===== config.mk =====
export PLATFORM = sky130hd
export DESIGN_NAME = dhg_global_regs
export DESIGN_NICKNAME = d
export VERILOG_FILES = /design/src/dhg_pkg.sv /design/src/dhg_cond_if.sv /design/src/dhg_global_regs.sv /design/src/dhg_i2c_cond.sv
export SDC_FILE = /design/constraint.sdc
export NUM_CORES = 1
export LEC_CHECK = 0
export BUFFER_PORTS_ARGS = -buffer_cell sky130_fd_sc_hd__buf_2
export CAP_MARGIN = 20
export CORE_MARGIN = 2
export CORE_UTILIZATION = 38
export CTS_CLUSTER_SIZE = 10
export DETAILED_ROUTE_END_ITERATION = 6
export PLACE_DENSITY = 0.61
export SLEW_MARGIN = 20
export SYNTH_ARGS = -nofsm -noshare
export SYNTH_HDL_FRONTEND = slang
export SYNTH_SLANG_ARGS = --single-unit

===== constraint.sdc =====
create_clock -name clk_i -period 6.3 [get_ports clk_i]
set_clock_uncertainty 0.05 [all_clocks]
set_input_delay 0.315 -clock clk_i [delete_from_list [all_inputs] [get_ports clk_i]]
set_output_delay 0.315 -clock clk_i [all_outputs]
set_load 0.01 [all_outputs]

===== src/dhg_pkg.sv =====
// Shared constants and state encodings for the global status register bank.
package dhg_pkg;
  localparam int         CLK_PERIOD_NS  = 10;
  localparam logic [7:0] ADDR_REV       = 8'h03;
  localparam logic [7:0] ADDR_STATUS    = 8'h04;
  localparam logic [7:0] ADDR_PAR_HI    = 8'h05;
  localparam logic [7:0] ADDR_PAR_LO    = 8'h06;
  localparam logic [7:0] ADDR_WDOG      = 8'h07;
  localparam logic [7:0] ADDR_SBC1      = 8'h08;
  localparam int         STS_CKSUM_BIT  = 7;
  localparam int         STS_INIT_BIT   = 6;
  localparam int         STS_REFERENCE_CLOCK_INPUT_BIT = 4;
  localparam int         WD_TIME_MSB    = 7;
  localparam int         WD_TIME_LSB    = 1;
  localparam int         WD_OFF_BIT     = 0;
  localparam int         SBC_LOCK_BIT   = 7;
  localparam int         HOLD_MSB       = 6;
  localparam int         HOLD_LSB       = 4;
  localparam int         FILT_MSB       = 3;
  localparam int         FILT_LSB       = 0;
  localparam logic [7:0] PAR_HI_RST     = 8'h01;
  localparam logic [7:0] PAR_LO_RST     = 8'h00;
  localparam logic [6:0] WD_TIME_RST    = 7'h7F;
  localparam logic       WD_OFF_RST     = 1'b0;
  localparam logic       SBC_LOCK_RST   = 1'b0;
  localparam logic [2:0] HOLD_RST       = 3'h1;
  localparam logic [3:0] FILT_RST       = 4'hC;
  localparam int         WD_UNIT_MS     = 2;
  localparam int         WD_TICK_CYC    = WD_UNIT_MS * 1000000 / CLK_PERIOD_NS;
  localparam int         HOLD_UNIT_NS   = 50;
  localparam int         FILT_UNIT_NS   = 5;
  localparam int         HOLD_MAX       = 7;

  // Least time in nanoseconds turned into whole clock cycles, rounded up.
  function automatic int ceil_cycles(input int ns);
    return (ns + CLK_PERIOD_NS - 1) / CLK_PERIOD_NS;
  endfunction

  localparam int         HOLD_UNIT_CYC  = ceil_cycles(HOLD_UNIT_NS);
  localparam int         HOLD_TAPS      = HOLD_MAX * HOLD_UNIT_CYC;

  typedef enum logic [1:0] {WD_IDLE = 2'b01, WD_RUN = 2'b10} dhg_wd_state_t;
  typedef enum logic [1:0] {INIT_LOAD = 2'b01, INIT_DONE = 2'b10} dhg_init_state_t;
endpackage


===== src/dhg_cond_if.sv =====
// Carrier between the register bank and the serial-bus input conditioner.
interface dhg_cond_if;
  logic [3:0] filter_depth;
  logic [2:0] sda_hold;
  logic       scl_clean;
  logic       sda_clean;
  modport regs (output filter_depth, output sda_hold, input scl_clean, input sda_clean);
  modport cond (input filter_depth, input sda_hold, output scl_clean, output sda_clean);
endinterface


===== src/dhg_global_regs.sv =====
// Global identifier, status, parity threshold, watchdog and serial-bus control registers.
// What this block does
// - Read-only identifier: revision high, mask low
// - Checksum bit set only after passing load
// - Init-done bit set when loading completes
// - Status bit 4 shows reference clock valid
// - Port flag set when errors reach threshold
// - Threshold upper byte register, resets to one
// - Threshold lower byte register, resets to zero
// - Watchdog aborts transaction after units of 2ms
// - Watchdog disable bit, resets to enabled
// - Lockout bit blocks remote register writes
// - Lockout leaves remote local-bus accesses alone
// - SDA hold equals field times 50ns
// - Glitch filter rejects field times 5ns
// - Parity counted only while checker enabled
// - Reload trigger reruns load, done bit polls
module dhg_global_regs
  import dhg_pkg::*;
#(
  parameter int         NPORT     = 4,
  parameter int         WD_TICK   = dhg_pkg::WD_TICK_CYC,
  parameter logic [3:0] REV_CODE  = 4'hA,  // Arbitrary value.
  parameter logic [3:0] MASK_CODE = 4'h3   // Arbitrary value.
)(
  input  wire logic             clk_i,
  input  wire logic             resetn_i,
  input  wire logic             reg_wr_i,
  input  wire logic             reg_rd_i,
  input  wire logic [7:0]       reg_addr_i,
  input  wire logic [7:0]       reg_wdata_i,
  input  wire logic             reg_remote_i,
  output logic      [7:0]       reg_rdata_o,
  output logic                  reg_rvalid_o,
  output logic                  reg_wr_blocked_o,
  input  wire logic             fwd_req_i,
  output logic                  fwd_grant_o,
  input  wire logic             scl_i,
  input  wire logic             sda_i,
  output logic                  scl_clean_o,
  output logic                  sda_clean_o,
  input  wire logic             rom_reload_i,
  output logic                  rom_load_start_o,
  input  wire logic             rom_load_done_i,
  input  wire logic             rom_cksum_ok_i,
  input  wire logic             ref_clock_ok_i,
  input  wire logic             parity_check_en_i,
  input  wire logic [NPORT-1:0] par_err_i,
  input  wire logic [NPORT-1:0] par_clr_i,
  output logic      [NPORT-1:0] par_flag_o,
  input  wire logic             cc_start_i,
  input  wire logic             cc_done_i,
  output logic                  cc_abort_o
);
  import dhg_pkg::*;

  localparam int TW = $clog2(WD_TICK + 1);

  ////////////////////////////////////////////////////////////////////////////////
  // State.

  typedef struct packed {
    logic [7:0]                   par_hi;
    logic [7:0]                   par_lo;
    logic [6:0]                   wd_time;
    logic                         wd_off;
    logic                         lock;
    logic [2:0]                   hold;
    logic [3:0]                   filt;
    logic [7:0]                   rdata;
    logic                         rvalid;
    logic                         blocked;
    logic [1:0]                   ref_sync;
    dhg_init_state_t              init_state;
    logic                         load_start;
    logic                         cksum_ok;
    logic [NPORT-1:0][15:0]       par_cnt;
    logic [NPORT-1:0]             par_flag;
    dhg_wd_state_t                wd_state;
    logic [6:0]                   wd_units;
    logic [TW-1:0]                wd_tick;
    logic                         abort;
  } dhg_regs_state_t;

  dhg_regs_state_t st_r;
  dhg_regs_state_t st_nxt;
  logic [15:0]     thresh;
  logic [7:0]      status;
  logic            wr_ok;
  logic            tick_end;

  dhg_cond_if cif ();

  dhg_i2c_cond u_cond (
    .clk_i    (clk_i),
    .resetn_i (resetn_i),
    .scl_i    (scl_i),
    .sda_i    (sda_i),
    .cif      (cif)
  );

  assign cif.filter_depth = st_r.filt;
  assign cif.sda_hold     = st_r.hold;

  ////////////////////////////////////////////////////////////////////////////////
  // Helpers.

  // Saturating increment of a parity error count.
  function automatic logic [15:0] sat_inc(input logic [15:0] v);
    return (v == 16'hFFFF) ? v : 16'(v + 16'h0001);
  endfunction

  always_comb begin
    thresh = {st_r.par_hi, st_r.par_lo};
    status = 8'h00;
    status[STS_CKSUM_BIT]  = st_r.cksum_ok && (st_r.init_state == INIT_DONE);
    status[STS_INIT_BIT]   = (st_r.init_state == INIT_DONE);
    status[STS_REFERENCE_CLOCK_INPUT_BIT] = st_r.ref_sync[1];
    wr_ok    = reg_wr_i && !(reg_remote_i && st_r.lock);
    tick_end = (st_r.wd_tick == TW'(WD_TICK - 1));
  end

  ////////////////////////////////////////////////////////////////////////////////
  // Next state.

  always_comb begin
    st_nxt          = st_r;
    st_nxt.rvalid   = 1'b0;
    st_nxt.blocked  = reg_wr_i && !wr_ok;
    st_nxt.abort    = 1'b0;
    st_nxt.ref_sync = {st_r.ref_sync[0], ref_clock_ok_i};

    if (reg_rd_i) begin
      st_nxt.rvalid = 1'b1;
      unique case (reg_addr_i)
        ADDR_REV:    st_nxt.rdata = {REV_CODE, MASK_CODE};
        ADDR_STATUS: st_nxt.rdata = status;
        ADDR_PAR_HI: st_nxt.rdata = st_r.par_hi;
        ADDR_PAR_LO: st_nxt.rdata = st_r.par_lo;
        ADDR_WDOG:   st_nxt.rdata = {st_r.wd_time, st_r.wd_off};
        ADDR_SBC1:   st_nxt.rdata = {st_r.lock, st_r.hold, st_r.filt};
        default:     st_nxt.rdata = 8'h00;
      endcase
    end

    // Identifier and status offsets fall to the default and are not stored.
    if (wr_ok) begin
      unique case (reg_addr_i)
        ADDR_PAR_HI: st_nxt.par_hi = reg_wdata_i;
        ADDR_PAR_LO: st_nxt.par_lo = reg_wdata_i;
        ADDR_WDOG: begin
          st_nxt.wd_time = reg_wdata_i[WD_TIME_MSB:WD_TIME_LSB];
          st_nxt.wd_off  = reg_wdata_i[WD_OFF_BIT];
        end
        ADDR_SBC1: begin
          st_nxt.lock = reg_wdata_i[SBC_LOCK_BIT];
          st_nxt.hold = reg_wdata_i[HOLD_MSB:HOLD_LSB];
          st_nxt.filt = reg_wdata_i[FILT_MSB:FILT_LSB];
        end
        default: ;
      endcase
    end

    // Configuration load; a reload request wins over a completing load.
    st_nxt.load_start = 1'b0;
    if (rom_reload_i) begin
      st_nxt.init_state = INIT_LOAD;
      st_nxt.load_start = 1'b1;
      st_nxt.cksum_ok   = 1'b0;
    end else begin
      unique case (st_r.init_state)
        INIT_LOAD: if (rom_load_done_i) begin
          st_nxt.init_state = INIT_DONE;
          st_nxt.cksum_ok   = rom_cksum_ok_i;
        end
        INIT_DONE: ;
        default:   st_nxt.init_state = INIT_LOAD;
      endcase
    end

    // Parity counters; an error in the clearing cycle still counts.
    // The flag is judged against the threshold as it stands after this edge.
    for (int p = 0; p < NPORT; p++) begin
      if (par_clr_i[p]) begin
        st_nxt.par_cnt[p] = 16'h0000;
      end
      if (par_err_i[p] && parity_check_en_i) begin
        st_nxt.par_cnt[p] = sat_inc(par_clr_i[p] ? 16'h0000 : st_r.par_cnt[p]);
      end
      st_nxt.par_flag[p] = (st_nxt.par_cnt[p] >= {st_nxt.par_hi, st_nxt.par_lo});
    end

    // Control-channel watchdog. A zero timeout is treated as one unit.
    unique case (st_r.wd_state)
      WD_IDLE: if (cc_start_i && !st_r.wd_off) begin
        st_nxt.wd_state = WD_RUN;
        st_nxt.wd_units = st_r.wd_time;
        st_nxt.wd_tick  = '0;
      end
      WD_RUN: begin
        if (cc_done_i || st_r.wd_off) begin
          st_nxt.wd_state = WD_IDLE;
        end else if (tick_end) begin
          st_nxt.wd_tick = '0;
          if (st_r.wd_units <= 7'h01) begin
            st_nxt.abort    = 1'b1;
            st_nxt.wd_state = WD_IDLE;
          end else begin
            st_nxt.wd_units = 7'(st_r.wd_units - 7'h01);
          end
        end else begin
          st_nxt.wd_tick = TW'(st_r.wd_tick + 1'b1);
        end
      end
      default: st_nxt.wd_state = WD_IDLE;
    endcase

    if (!resetn_i) begin
      st_nxt            = '0;
      st_nxt.par_hi     = PAR_HI_RST;
      st_nxt.par_lo     = PAR_LO_RST;
      st_nxt.wd_time    = WD_TIME_RST;
      st_nxt.wd_off     = WD_OFF_RST;
      st_nxt.lock       = SBC_LOCK_RST;
      st_nxt.hold       = HOLD_RST;
      st_nxt.filt       = FILT_RST;
      st_nxt.init_state = INIT_LOAD;
      st_nxt.load_start = 1'b1;
      st_nxt.wd_state   = WD_IDLE;
    end
  end

  always_ff @(posedge clk_i) begin
    st_r <= st_nxt;
  end

  ////////////////////////////////////////////////////////////////////////////////
  // Outputs.

  assign reg_rdata_o      = st_r.rdata;
  assign reg_rvalid_o     = st_r.rvalid;
  assign reg_wr_blocked_o = st_r.blocked;
  assign fwd_grant_o      = fwd_req_i;
  assign scl_clean_o      = cif.scl_clean;
  assign sda_clean_o      = cif.sda_clean;
  assign rom_load_start_o = st_r.load_start;
  assign par_flag_o       = st_r.par_flag;
  assign cc_abort_o       = st_r.abort;
endmodule


===== src/dhg_i2c_cond.sv =====
// Serial-bus input conditioner: synchroniser, glitch filter and internal SDA hold.
module dhg_i2c_cond
  import dhg_pkg::*;
(
  input  wire logic  clk_i,
  input  wire logic  resetn_i,
  input  wire logic  scl_i,
  input  wire logic  sda_i,
  dhg_cond_if.cond   cif
);
  import dhg_pkg::*;

  typedef struct packed {
    logic [1:0]           scl_sync;
    logic [1:0]           sda_sync;
    logic                 scl_f;
    logic                 sda_f;
    logic [3:0]           scl_cnt;
    logic [3:0]           sda_cnt;
    logic [HOLD_TAPS-1:0] sda_line;
    logic                 scl_h;
    logic                 sda_h;
  } dhg_cond_state_t;

  dhg_cond_state_t st_r;
  dhg_cond_state_t st_nxt;
  logic [3:0]      filt_n;
  int              tap;

  // One filter step: the output follows the input only after it has differed
  // for more than the programmed number of cycles.
  function automatic logic [4:0] filt_step(input logic raw, input logic cur,
                                           input logic [3:0] cnt, input logic [3:0] n);
    if (raw == cur) begin
      return {cur, 4'h0};
    end else if (cnt >= n) begin
      return {raw, 4'h0};
    end else begin
      return {cur, 4'(cnt + 4'h1)};
    end
  endfunction

  always_comb begin
    filt_n = 4'(ceil_cycles(int'(cif.filter_depth) * FILT_UNIT_NS));
    tap    = int'(cif.sda_hold) * HOLD_UNIT_CYC;
    st_nxt = st_r;
    st_nxt.scl_sync = {st_r.scl_sync[0], scl_i};
    st_nxt.sda_sync = {st_r.sda_sync[0], sda_i};
    {st_nxt.scl_f, st_nxt.scl_cnt} = filt_step(st_r.scl_sync[1], st_r.scl_f,
                                               st_r.scl_cnt, filt_n);
    {st_nxt.sda_f, st_nxt.sda_cnt} = filt_step(st_r.sda_sync[1], st_r.sda_f,
                                               st_r.sda_cnt, filt_n);
    st_nxt.sda_line = {st_r.sda_line[HOLD_TAPS-2:0], st_r.sda_f};
    st_nxt.scl_h    = st_r.scl_f;
    st_nxt.sda_h    = (tap == 0) ? st_r.sda_f : st_r.sda_line[tap-1];
    if (!resetn_i) begin
      st_nxt = '{scl_sync: 2'h3, sda_sync: 2'h3, scl_f: 1'b1, sda_f: 1'b1,
                 scl_cnt: 4'h0, sda_cnt: 4'h0, sda_line: '1, scl_h: 1'b1, sda_h: 1'b1};
    end
  end

  always_ff @(posedge clk_i) begin
    st_r <= st_nxt;
  end

  assign cif.scl_clean = st_r.scl_h;
  assign cif.sda_clean = st_r.sda_h;
endmodule


==> impl_metrics.ini <==
[layout]
syn_to_final_growth_pct = 9.787
final_cell_mix = 195 x dfxtp_1, 131 x nor2_1, 97 x nand2_1, 95 x ha_1, 71 x nand2b_1
final_common_cell = dfxtp_1
multi_input_area_mm2 = 0.006898
final_nets = 1415
final_layout_size_suffix_gt1_frac = 0.1237
nFillCells = 2927
instances_no_fill = 1677
diodes = 0
seqCellArea_mm2 = 0.003904

[cts]
cts_sinks = 195
htreeDepth = 4
clk_pin_slew_ps = 80
cts_tree = done
post_cts_buffers = 0
cts_inserted_buffers = 17
clockRootBuffer = clkbuf_16
clock_latency_ps = 440
cts_buffer_depth = 2

[sta]
drv_slew = 0
whs_ps = 19.04
tightest_slew_ps = 933.8
setup_viol = 0
tns_ps = 0
setup_ws_ps = 487.1
rsz0062_at_grt = no
slew_headroom = 0.3597
max_freq_ghz = 0.1720
fin_crit_sh = 0.9227
fin_crit_ps = 5813
hold_viol = 0

[global_route]
grt-ovfl-total = 0
antenna_found_initial = 0
grt_pass1_wl_um = 42150
grt_start_max_net_pins = 71
track_usage = 0.1681
grt_pass1_vias = 8397

[power]
power_switching_share = 0.2520
p_switching_uw = 625.7
p_comb_frac = 0.053
p_int_mw = 1.857
p_leak_nw = 4.790
clkPwrFrac = 0.443
power_density_mw_per_mm2 = 201.5
peakVddDrop_mv = 0.1823
p_seq_frac = 0.503

[worst_setup_path]
crit_fanout = 12
timing.critical_path.buf_inv = 0
critPathTopFamily = compound AO/OA/AOI/OAI gates
cpPeakStageDelay_ps = 680
start_kind = register
critPathMostFrequentCell = ha_1
cp.required_ps = 6630
cp_data_arrival_time_ps = 6140
cp_slowest_cell = fa_2
cp-end-kind = register
path_class = register to register

[die]
rows = 62
coreArea_mm2 = 0.02886
num_io_pins = 58
floorplan.initialDensity = 0.3890
die_area_mm2 = 0.03093
die_x_um = 175.9
chipHeight_um = 175.9

[placed_design]
io_buffers = 55
dp_slack_ps = 393.0
dp_hpwl_um = 18150
gp_congestion = 0.8141
dp.cells = 1644

[synthesis]
avgSynthCellArea_um2 = 8.915
yosys_warnings = 0
ys.flop_type = dfxtp_1
synth_largest_area_cell = dfxtp_1
ys_seq_area_frac = 0.3478
ys_types = 90
syn_area_mm2 = 0.01122
syn_inst = 1259
synth_top_area_frac = 0.3478
synthArstFlopShare = 0
syn_nets = 1394
ys_seq_elements = 195
synth_edf_count = 0
yosys-top-cells-area = dfxtp_1 35%, ha_1 11%, nor2_1 4.4%

[hold_path]
hp-class = input port to register

[detailed_routing]
vias_per_cell = 5.210
wirelength_um = 25250
vias = 8738
drt_iter0_drc = 588
antenna_left = 0
drc = 0
wl_per_cell_um = 15.05
dr.pass1.iters = 5

[run]
max-cap-violations = 0

[outcome]
status = finished, final reports clean
[per-stage QoR]
stage / instance area, um^2 / utilization / power, mW
after floorplan: 11220 / - / 1.369
after global placement: 11720 / 0.4061 / 1.409
after detailed placement: 11720 / 0.4061 / 1.411
after CTS: 12320 / 0.4269 / 2.518
after global routing: 12320 / 0.4270 / 2.590
final: 12320 / 0.4270 / 2.483
[registers in the layout (all words and copies together), names as in the netlist]
register and count:
u_cond.st_r 49, reg_rdata_o 8, cif.sda_hold 3, st_r 121, cif.filter_depth 4, par_flag_o 4
u_cond.cif.scl_clean 1, reg_rvalid_o 1, u_cond.cif.sda_clean 1, rom_load_start_o 1, reg_wr_blocked_o 1, cc_abort_o 1
[what timing repair did]
action / CTS / global route
hold endpoints to repair: 1 / 0
hold buffers: 1 / 0
gates resized for setup: 0 / 1
setup endpoints to repair: 0 / 5
[worst paths after layout]
path,start,end,slack (ps),cells past startpoint
setup reg to reg,cif.filter_depth[1]$_SDFFE_PN0P_,u_cond.st_r[44]$_SDFF_PP0_,490,25
setup / recovery,cif.filter_depth[1]$_SDFFE_PN0P_,u_cond.st_r[44]$_SDFF_PP0_,490,25
hold / removal,sda_i,u_cond.st_r[47]$_SDFF_PN1_,20,2
hold reg to reg,u_cond.st_r[49]$_SDFF_PN1_,u_cond.st_r[50]$_SDFF_PN1_,360,1
[power groups by stage]
| stage | clock network (mW) | registers (mW) | logic, mW |
|---|---|---|---|
| floorplan | 0 | 1.28 | 0.0913 |
| global placement | 0 | 1.28 | 0.130 |
| detailed placement | 0 | 1.28 | 0.132 |
| CTS | 1.13 | 1.25 | 0.133 |
| global route | 1.19 | 1.25 | 0.147 |
| finish | 1.10 | 1.25 | 0.132 |
[metal layers]
metal | vias up | track usage | wire [um]
li1 | 4435 | - | -
met3 | 21 | 0.02727 | 1123
met1 | 4109 | 0.2328 | 12410
met5 | - | 0 | 0
met4 | 0 | 0.04201 | 325
met2 | 173 | 0.2728 | 11390
[worst reg2reg max path, cell delays in order (launching register included)]
cell       delay, ps
dfxtp_1          320
ha_1             290
ha_1             240
fa_2             680
nand2_1          140
or3_1            330
o21ai_0           90
a21oi_1          110
ha_1             200
nand2b_1         140
ha_1             280
nand2b_1         160
nor3_1           130
a2bb2oi_1         80
a311o_2          390
a31o_1           320
a211o_1          270
a21oi_1          120
o21ai_1          110
ha_1             270
nand2b_1         140
a21o_1           170
a21o_1           170
a21oi_1          200
and3_1           230
and2_1           140
[Yosys cell counts, drive strengths merged (3+ instances only)]
master / number
a31o: 6
mux2i: 28
a211oi: 14
mux2: 7
nor3: 56
dfxtp: 195
nor3b: 3
a221oi: 6
xor2: 42
o21a: 7
a31oi: 5
nand2: 98
inv: 22
o211ai: 9
or2: 6
and3: 15
a2bb2oi: 4
and2: 46
clkbuf: 32
a21o: 34
nor2: 134
xnor2: 51
a21oi: 45
buf: 32
mux4: 10
nor4: 10
nand2b: 71
and4: 7
nand4: 18
or3: 6
ha: 95
o31ai: 4
nor2b: 25
o21ai: 23
nand3: 57
[cell type report]
class / count / area share
Clock buffer: 18 / 0.03483
Clock inverter: 14 / 0.01310
Inverter: 24 / 0.007310
Multi-Input combinational cell: 976 / 0.5598
Sequential cell: 195 / 0.3168
Tap cell: 384 / 0.03899
Timing Repair Buffer: 66 / 0.02924
[cells by family after synthesis]
| logic type | count (synthesis) | share of synthesized area |
|---|---|---|
| fa+ha+maj | 96 | 0.1077 |
| mux | 45 | 0.05239 |
| simple gates | 563 | 0.2606 |
| flops | 195 | 0.3478 |
| compound gates | 179 | 0.1204 |
| xor+xnor | 93 | 0.07324 |
| buf+inv | 88 | 0.03790 |
Power figures use the tool's default switching activity.
